==> config.mk <==
export PLATFORM = sky130hd
export DESIGN_NAME = stl_core
export DESIGN_NICKNAME = d
export VERILOG_FILES = /design/src/rtl/stl_pkg.sv /design/src/rtl/stl_sync.sv /design/src/rtl/stl_bit_timer.sv /design/src/rtl/stl_core.sv
export SDC_FILE = /design/constraint.sdc
export NUM_CORES = 1
export LEC_CHECK = 0
export ABC_AREA = 1
export BUFFER_PORTS_ARGS = -buffer_cell sky130_fd_sc_hd__buf_2
export CORE_MARGIN = 10
export CORE_UTILIZATION = 40
export DETAILED_ROUTE_END_ITERATION = 10
export GPL_TIMING_DRIVEN = 1
export MAX_ROUTING_LAYER = met4
export PLACE_DENSITY = 0.66
export SLEW_MARGIN = 20
export SYNTH_ARGS = -nofsm -noshare
export SYNTH_HDL_FRONTEND = slang
export SYNTH_HIERARCHICAL = 1
export SYNTH_SLANG_ARGS = --single-unit
==> constraint.sdc <==
create_clock -name clk -period 2.1 [get_ports clk]
set_input_delay 0.105 -clock clk [delete_from_list [all_inputs] [get_ports clk]]
set_output_delay 0.105 -clock clk [all_outputs]
set_load 0.01 [all_outputs]
==> src/rtl/stl_pkg.sv <==
// constants, carriers and helpers of the synchronous transmitter load/reset block
// assumes one 125 MHz clock and that every pin input is synchronous to it
package stl_pkg;

    // ------------------------------------------------------------
    // sizes and register map
    // ------------------------------------------------------------
    localparam int CHAR_W = 8;
    localparam int EV_W = 3;
    localparam logic [1:0] ADDR_STATUS = 2'h0;
    localparam logic [1:0] ADDR_MASK = 2'h1;
    localparam logic [1:0] ADDR_STATE = 2'h2;
    localparam int EV_EMPTY = 0;
    localparam int EV_FILL = 1;
    localparam int EV_DONE = 2;
    localparam logic [7:0] FILL_INIT = 8'hff;
    localparam logic [1:0] MODE_SYNC = 2'h0;
    localparam logic [1:0] WLS_8 = 2'h3;

    // ------------------------------------------------------------
    // types
    // ------------------------------------------------------------
    typedef enum logic [0:0] {
        ST_IDLE = 1'h0,
        ST_DATA = 1'h1
    } stl_state_t;

    typedef struct packed {
        logic [1:0] wls;
        logic [1:0] cs;
        logic [1:0] ms;
        logic even;
        logic nopar;
    } stl_ctl_t;

    // every pin input, carried through one synchroniser so they stay aligned
    typedef struct packed {
        logic init;
        logic dis;
        logic txs;
        logic fls;
        logic clr;
        logic cld;
        logic cts;
        logic [7:0] tx;
        logic [7:0] fill;
        stl_ctl_t ctl;
    } stl_pins_t;

    typedef struct packed {
        stl_state_t state;
        stl_ctl_t ctl;
        logic [7:0] hold;
        logic hold_valid;
        logic [7:0] fill;
        logic [7:0] shreg;
        logic [3:0] left;
        logic empty;
        logic fill_sent;
        logic line;
        logic eoc_n;
        logic oe_n;
        logic init_d;
        logic [2:0] status;
        logic [2:0] mask;
        logic irq;
        logic [7:0] rdata;
    } stl_core_t;

    localparam stl_ctl_t CTL_RST = '{wls: WLS_8, cs: 2'h0, ms: MODE_SYNC,
        even: 1'b0, nopar: 1'b1};
    localparam stl_pins_t PINS_RST = '{init: 1'b0, dis: 1'b0, txs: 1'b1, fls: 1'b1,
        clr: 1'b1, cld: 1'b1, cts: 1'b0, tx: 8'h00, fill: 8'h00, ctl: CTL_RST};
    localparam stl_core_t CORE_RST = '{state: ST_IDLE, ctl: CTL_RST, hold: 8'h00,
        hold_valid: 1'b0, fill: FILL_INIT, shreg: 8'h00, left: 4'h0, empty: 1'b1,
        fill_sent: 1'b0, line: 1'b1, eoc_n: 1'b1, oe_n: 1'b0, init_d: 1'b0,
        status: 3'h0, mask: 3'h0, irq: 1'b0, rdata: 8'h00};

    // ------------------------------------------------------------
    // helpers
    // ------------------------------------------------------------
    // bits per character: 5, 6, 7 or 8
    function automatic logic [3:0] stl_nbits(input logic [1:0] wls);
        stl_nbits = 4'h5 + {2'h0, wls};
    endfunction

    // keep only the least significant bits of a short character
    function automatic logic [7:0] stl_mask(input logic [7:0] ch, input logic [1:0] wls);
        case (wls)
            2'h0: stl_mask = {3'h0, ch[4:0]};
            2'h1: stl_mask = {2'h0, ch[5:0]};
            2'h2: stl_mask = {1'h0, ch[6:0]};
            default: stl_mask = ch;
        endcase
    endfunction

    // data bits then the optional parity bit, lsb first
    function automatic logic [8:0] stl_frame(input logic [7:0] ch, input stl_ctl_t c);
        logic [7:0] m;
        m = stl_mask(ch, c.wls);
        stl_frame = {1'b0, m};
        if (!c.nopar) begin
            stl_frame[stl_nbits(c.wls)] = c.even ? ^m : ~^m;
        end
    endfunction

    function automatic logic [3:0] stl_count(input stl_ctl_t c);
        stl_count = stl_nbits(c.wls) + {3'h0, ~c.nopar};
    endfunction

    // clock cycles per bit minus one: 1, 16, 32 or 64 cycles
    function automatic logic [5:0] stl_div_last(input logic [1:0] cs);
        case (cs)
            2'h0: stl_div_last = 6'h00;
            2'h1: stl_div_last = 6'h0f;
            2'h2: stl_div_last = 6'h1f;
            default: stl_div_last = 6'h3f;
        endcase
    endfunction

endpackage

==> src/rtl/stl_sync.sv <==
// two flip-flop synchroniser for a bundle of pin levels
// assumes the bundle may be skewed by a cycle at most between its bits
`timescale 1ns/1ns
module stl_sync #(
    parameter int W = 1,
    parameter logic [W-1:0] RST = '0
) (
    input wire logic clk,
    input wire logic rstn,
    input wire logic [W-1:0] d,
    output logic [W-1:0] q
);
    logic [1:0][W-1:0] s_reg;
    logic [1:0][W-1:0] s_next;

    // first stage feeds only the second stage
    always_comb begin
        s_next[0] = d;
        s_next[1] = s_reg[0];
    end

    always_ff @(posedge clk or negedge rstn) begin
        if (!rstn) begin
            s_reg <= {RST, RST};
        end else begin
            s_reg <= s_next;
        end
    end

    assign q = s_reg[1];
endmodule

==> src/rtl/stl_bit_timer.sv <==
// bit rate divider: one-cycle tick every 1, 16, 32 or 64 clocks
// assumes restart is a one-cycle pulse from the core
`timescale 1ns/1ns
module stl_bit_timer (
    input wire logic clk,
    input wire logic rstn,
    input wire logic restart,
    input wire logic [1:0] div_sel,
    output logic tick
);
    typedef struct packed {
        logic [5:0] cnt;
        logic tick;
    } stl_timer_t;

    stl_timer_t t_reg;
    stl_timer_t t_next;

    // a ratio change takes effect at once: each cycle compares the count with the new limit
    always_comb begin
        t_next = t_reg;
        t_next.tick = 1'b0;
        if (restart) begin
            t_next.cnt = 6'h00;
        end else if (t_reg.cnt >= stl_pkg::stl_div_last(div_sel)) begin
            t_next.cnt = 6'h00;
            t_next.tick = 1'b1;
        end else begin
            t_next.cnt = t_reg.cnt + 6'h01;
        end
    end

    always_ff @(posedge clk or negedge rstn) begin
        if (!rstn) begin
            t_reg <= '{cnt: 6'h00, tick: 1'b0};
        end else begin
            t_reg <= t_next;
        end
    end

    assign tick = t_reg.tick;
endmodule

==> src/rtl/stl_core.sv <==
// synchronous transmitter: holding registers, init, chip disable, serial line
// assumes pins are synchronous to clk and the host keeps each strobe low long
// enough for the synchronised copy to be seen for at least one cycle
`timescale 1ns/1ns
// Contract
// - rising global init returns the sequencing logic to idle.
// - global init sets empty flag, fill register to ones, serial line to mark.
// - low tx strobe makes hold register follow inputs and forces empty low.
// - high tx strobe freezes the hold register on its last character.
// - fill register follows its eight inputs while its strobe is low, else holds.
// - tx strobe only acts while chip disable is low.
// - fill strobe only acts while chip disable is low.
// - chip disable high floats the flag outputs and ignores busable inputs.
// - gated inputs are loads, clears, characters and selects; gated outputs are flags.
// - empty flag high means the character went to the shift register.
// - in sync mode with no new character the fill character is sent next.
// - short word lengths use only the low bits of a character.
module stl_core (
    input wire logic clk,
    input wire logic rstn,
    input wire logic global_init,
    input wire logic output_float_ctrl,
    input wire logic tx_hold_load_strobe,
    input wire logic fill_hold_load_strobe,
    input wire logic fill_flag_clear,
    input wire logic control_reg_load,
    input wire logic clear_to_send,
    input wire logic [7:0] tx_char_in,
    input wire logic [7:0] fill_char_in,
    input wire logic [1:0] word_length_sel,
    input wire logic [1:0] clock_divide_sel,
    input wire logic [1:0] tx_mode_sel,
    input wire logic even_parity_sel,
    input wire logic parity_inhibit,
    input wire logic [1:0] reg_addr,
    input wire logic [7:0] reg_wdata,
    input wire logic reg_wr,
    input wire logic reg_rd,
    output logic [7:0] reg_rdata,
    output logic serial_tx_out,
    output logic end_of_char_n,
    output logic tx_hold_empty,
    output logic tx_hold_empty_oe_n,
    output logic fill_sent_flag,
    output logic fill_sent_flag_oe_n,
    output logic irq
);
    // ------------------------------------------------------------
    // input synchronisation and bit timing
    // ------------------------------------------------------------
    stl_pkg::stl_pins_t pins_raw;
    stl_pkg::stl_pins_t pins_s;
    stl_pkg::stl_core_t r;
    stl_pkg::stl_core_t n;
    logic tick;
    logic init_ev;
    logic ld_tx;
    logic ld_fill;
    logic ld_ctl;
    logic clr_fill;
    logic start_ok;
    logic char_end;
    logic take_hold;
    logic take_fill;
    logic [8:0] frame_hold;
    logic [8:0] frame_fill;

    // gather every pin so the whole bundle shares one latency
    assign pins_raw = '{init: global_init, dis: output_float_ctrl,
        txs: tx_hold_load_strobe, fls: fill_hold_load_strobe,
        clr: fill_flag_clear, cld: control_reg_load, cts: clear_to_send,
        tx: tx_char_in, fill: fill_char_in,
        ctl: '{wls: word_length_sel, cs: clock_divide_sel, ms: tx_mode_sel,
        even: even_parity_sel, nopar: parity_inhibit}};

    stl_sync #(
        .W($bits(stl_pkg::stl_pins_t)),
        .RST(stl_pkg::PINS_RST)
    ) u_sync (
        .clk(clk),
        .rstn(rstn),
        .d(pins_raw),
        .q(pins_s)
    );

    stl_bit_timer u_timer (
        .clk(clk),
        .rstn(rstn),
        .restart(init_ev),
        .div_sel(r.ctl.cs),
        .tick(tick)
    );

    // ------------------------------------------------------------
    // qualified strobes and shift decisions
    // ------------------------------------------------------------
    // init acts on the rising edge only
    assign init_ev = pins_s.init & ~r.init_d;
    assign ld_tx = ~pins_s.dis & ~pins_s.txs;
    assign ld_fill = ~pins_s.dis & ~pins_s.fls;
    assign ld_ctl = ~pins_s.dis & ~pins_s.cld;
    assign clr_fill = ~pins_s.dis & ~pins_s.clr;

    // a new character may start from idle or right after the last bit
    assign char_end = tick & (r.state == stl_pkg::ST_DATA) & (r.left == 4'h0);
    assign start_ok = tick & pins_s.cts & ~init_ev
        & ((r.state == stl_pkg::ST_IDLE) | (r.left == 4'h0));
    // an open latch is never handed over: the host is still writing it
    assign take_hold = start_ok & r.hold_valid & ~ld_tx;
    assign take_fill = start_ok & ~take_hold & (r.state == stl_pkg::ST_DATA)
        & (r.ctl.ms == stl_pkg::MODE_SYNC);
    assign frame_hold = stl_pkg::stl_frame(r.hold, r.ctl);
    assign frame_fill = stl_pkg::stl_frame(r.fill, r.ctl);

    // ------------------------------------------------------------
    // next state
    // ------------------------------------------------------------
    always_comb begin
        logic [2:0] ev;
        logic [3:0] cnt;
        ev = 3'h0;
        cnt = stl_pkg::stl_count(r.ctl);
        n = r;
        n.init_d = pins_s.init;
        n.rdata = 8'h00;
        n.oe_n = pins_s.dis;
        if (ld_ctl) begin
            n.ctl = pins_s.ctl;
        end
        if (ld_fill) begin
            n.fill = stl_pkg::stl_mask(pins_s.fill, r.ctl.wls);
        end
        if (ld_tx) begin
            n.hold = stl_pkg::stl_mask(pins_s.tx, r.ctl.wls);
            n.hold_valid = 1'b1;
            n.empty = 1'b0;
        end
        // clear first so a fill sent in the same cycle still sets the flag
        if (clr_fill) begin
            n.fill_sent = 1'b0;
        end
        // shift the next bit out at each bit time
        if (tick && r.state == stl_pkg::ST_DATA && r.left != 4'h0) begin
            n.line = r.shreg[0];
            n.shreg = {1'b0, r.shreg[7:1]};
            n.left = r.left - 4'h1;
            n.eoc_n = (r.left != 4'h1);
        end
        // line marks once the last bit is done and nothing follows
        if (char_end) begin
            ev[stl_pkg::EV_DONE] = 1'b1;
            n.state = stl_pkg::ST_IDLE;
            n.line = 1'b1;
            n.eoc_n = 1'b1;
        end
        if (take_hold) begin
            n.state = stl_pkg::ST_DATA;
            n.line = frame_hold[0];
            n.shreg = frame_hold[8:1];
            n.left = cnt - 4'h1;
            n.hold_valid = 1'b0;
            n.empty = 1'b1;
            ev[stl_pkg::EV_EMPTY] = 1'b1;
        end else if (take_fill) begin
            n.state = stl_pkg::ST_DATA;
            n.line = frame_fill[0];
            n.shreg = frame_fill[8:1];
            n.left = cnt - 4'h1;
            n.fill_sent = 1'b1;
            ev[stl_pkg::EV_FILL] = 1'b1;
        end
        if (init_ev) begin
            n.state = stl_pkg::ST_IDLE;
            n.left = 4'h0;
            n.hold_valid = 1'b0;
            n.eoc_n = 1'b1;
            n.empty = 1'b1;
            n.fill = stl_pkg::FILL_INIT;
            n.line = 1'b1;
        end
        // register port: write one to clear, a new event wins over the clear
        if (reg_wr && reg_addr == stl_pkg::ADDR_MASK) begin
            n.mask = reg_wdata[2:0];
        end
        if (reg_wr && reg_addr == stl_pkg::ADDR_STATUS) begin
            n.status = r.status & ~reg_wdata[2:0];
        end
        n.status = n.status | ev;
        if (reg_rd) begin
            case (reg_addr)
                stl_pkg::ADDR_STATUS: n.rdata = {5'h00, r.status};
                stl_pkg::ADDR_MASK: n.rdata = {5'h00, r.mask};
                stl_pkg::ADDR_STATE: n.rdata = {3'h0, r.state, r.hold_valid,
                    r.fill_sent, r.empty, r.line};
                default: n.rdata = 8'h00;
            endcase
        end
        // level interrupt follows the registered status and mask
        n.irq = |(n.status & n.mask);
    end

    always_ff @(posedge clk or negedge rstn) begin
        if (!rstn) begin
            r <= stl_pkg::CORE_RST;
        end else begin
            r <= n;
        end
    end

    // ------------------------------------------------------------
    // outputs, all straight from the state register
    // ------------------------------------------------------------
    assign reg_rdata = r.rdata;
    assign serial_tx_out = r.line;
    assign end_of_char_n = r.eoc_n;
    assign tx_hold_empty = r.empty;
    assign tx_hold_empty_oe_n = r.oe_n;
    assign fill_sent_flag = r.fill_sent;
    assign fill_sent_flag_oe_n = r.oe_n;
    assign irq = r.irq;
endmodule

==> flow_metrics.py <==
metrics = {
    "power_and_ir_drop": {
        "p_leak_nw": 3.360,
        "clkPwrFrac": 0.452,
        "p_sw_w": 0.001778,
        "power_frac_seq": 0.411,
        "p_int_w": 0.005271,
        "pwr_density_cell_nw_per_um2": 1044,
        "p_sw_frac": 0.2522,
        "combPwrFrac": 0.137,
        "ir_drop_mv": 0.6956,
    },
    "critical_path": {
        "cp-end-kind": "flop",
        "required_ns": 2.44,
        "path_max_fanout": 7,
        "cp.arrival_ns": 2.24,
        "start_kind": "flop",
        "startpoint": "r[57]",
        "rr_startpoint": "r[57]",
        "crit_type": "reg -> reg",
    },
    "global_route": {
        "grt_max_degree": 41,
        "grt_pass1_wl_um": 18520,
        "antenna_found_initial": 0,
        "grt_pass1_vias": 4064,
        "grt.total_usage": 0.1276,
        "overflow": 0,
    },
    "routing": {
        "vias": 3791,
        "drtPass1Iterations": 4,
        "drt_iter0_markers": 180,
        "wl_per_cell_um": 12.53,
        "via_per_inst": 4.579,
        "ant_nets": 0,
        "drc": 0,
        "drt_wl_total_um": 10370,
    },
    "synthesis": {
        "yosysWarnings": 6,
        "netlist_top_cells_area": "dfrtp_1 (46%), dfstp_2 (14%), nand2_1 (11%)",
        "ys.flop_type": "dfrtp_1",
        "synth_edf_count": 0,
        "synth_top_area_share": 0.4617,
        "syn_inst": 538,
        "synthArstFlopShare": 1.000,
        "netlist_area_sq_um": 5258,
        "synth_top_cell_by_area": "dfrtp_1",
        "avgSynthCellArea_sq_um": 9.772,
        "synth_seq_cells": 125,
        "yosysUniqueCellTypes": 37,
        "seq_area_frac_synth": 0.6016,
    },
    "finish": {
        "final_nets": 701,
        "top_register": "r",
        "largest_reg_flops": 45,
        "drive_gt1_frac": 0.2409,
        "n_antenna_cell": 0,
        "final_cell_area_sq_um": 6754,
        "area_growth_pct": 28.46,
    },
    "place": {
        "gp_congestion": 0.8708,
        "numPortBuffers": 51,
        "dp_hpwl_um": 7368,
        "placed_cell_area_sq_um": 5715,
    },
    "timing": {
        "worst_pin_slew_ns": 0.5870,
        "setup_viol": 0,
        "slew_headroom": 0.6045,
        "whs_ns": 0.06990,
        "drv_slew": 0,
        "hold_viol": 0,
        "tns_ns": 0,
        "worst_clock_skew_ns": 0.01131,
        "fin_crit_sh": 0.9084,
        "fin_crit_ns": 1.908,
        "clock.fmax_mhz": 524.2,
        "rsz0062_at_grt": "no",
    },
    "run": {
        "maxCapViolations": 0,
    },
    "worst_hold_path": {
        "min_from": "reg_wdata[1]",
        "hold_path_class": "in -> reg",
    },
    "clock_tree": {
        "path_clk_slew_ns": 0.05,
        "cts_root_buf": "clkbuf_16",
        "numCtsBuffers": 17,
        "clk_latency_ns": 0.41,
        "htree_levels": 4,
        "clk_path_buf_depth": 2,
        "cts_sinks": 125,
        "cts_tree": "done",
    },
    "floorplanning": {
        "die-area_sq_um": 18130,
        "core_sq_um": 12720,
        "floorplan.initialDensity": 0.4133,
        "dieWidth_um": 134.6,
        "die_y_um": 134.6,
        "fp-row-count": 41,
        "ios": 60,
    },
    "run_status": {
        "status": "finished, final reports clean",
    },
}
cells in the mapped netlist, types with 3 or more instances:
cell type	number
xor2_1	4
nand3_1	44
a21oi_1	14
ha_1	13
buf_4	9
nor2_2	4
nand3_2	4
inv_2	4
o21ai_0	34
or2_1	3
nand2_1	149
nand2_4	3
dfrtp_1	97
nor2_1	27
buf_6	3
a21oi_2	3
clkbuf_1	3
dfstp_2	28
o21ai_1	6
inv_1	62
area by class of cell:
cell class	instances	area, sq um
fill	1123	5968
sequential	125	3163
multi-input combinational	333	1749
timing repair buffer	100	723.2
clock buffer	19	442.9
inverter	66	247.7
tap	172	215.2
clock inverter	13	212.7
logic make-up after synthesis:
| logic type | synth area share |
|---|---|
| compound gates | 0.07259 |
| buf+inv | 0.06949 |
| mux | 0.004283 |
| fa+ha+maj | 0.03094 |
| simple gates | 0.2104 |
| other cells | 0.0007133 |
| flops | 0.6016 |
| xor+xnor | 0.009995 |
stage by stage:
step | total power (W) | setup WS [ns] | util | std cells
2_1_floorplan | 0.003541 | 0.3271 | - | 540
3_3_place_gp | 0.003789 | 0.1659 | 0.4493 | 758
3_5_place_dp | 0.003839 | 0.1292 | 0.4493 | 758
4_1_cts | 0.007108 | 0.08934 | 0.5275 | 824
5_1_grt | 0.007419 | 0.01198 | 0.5309 | 828
6_report | 0.007049 | 0.1924 | 0.5309 | 828
what timing repair did:
item                                    in CTS  in global routing
setup buffers                                0                  4
hold buffers                                34                  0
gates resized for setup                      0                  4
endpoints found under the hold margin       58                  0
endpoints found under the setup margin       0                  6
per-layer routing:
metal	vias up	part of all wire	track usage	wire [um]
li1	1904	-	-	-
met1	1785	0.47	0.1503	4861
met2	89	0.47	0.2020	4878
met3	13	0.047	0.03932	489
met4	0	0.014	0.04716	142
met5	-	0	-	0
layout by cell type, fill, tap and decap left out, types with 17 or more instances in the layout:
master | Yosys | routed
buf_2 | 1 | 50
clkbuf_16 | 0 | 17
dfrtp_1 | 97 | 97
dfstp_2 | 28 | 28
dlygate4sd3_1 | 0 | 34
inv_1 | 62 | 61
nand2_1 | 149 | 149
nand3_1 | 44 | 44
nor2_1 | 27 | 27
o21ai_0 | 34 | 34
power by group through the flow:
stage	clock network (W)	logic, W	registers [W]
finish	0.00318	0.000968	0.00290
global route	0.00336	0.00112	0.00293
CTS	0.00324	0.000967	0.00290
detailed placement	0	0.000905	0.00293
global placement	0	0.000871	0.00292
floorplan	0	0.000647	0.00289
path summary, 6_finish.rpt:
kind,endpoint,cells after the start,slack [ns]
max,r[28],14,0.19
min,r[10],3,0.07
max reg2reg,r[28],14,0.19
min reg2reg,u_sync/q[12],0,0.34
max in group asynchronous,u_sync/s_next[58],3,1.21
min in group asynchronous,irq,2,0.21
worst max-delay path, stage by stage, from the launching register on:
cell     delay [ns]
dfstp_2        0.56
buf_4          0.15
ha_2           0.19
inv_2          0.05
nand3_4        0.12
nand2_1        0.07
nand2_1        0.05
nand2_1        0.06
inv_1          0.05
nand3_1        0.10
nand2_1        0.09
nand2_1        0.06
nand2_2        0.11
nand2_1        0.08
a21oi_2        0.11
Note: power is estimated with default switching activity, not from simulation.
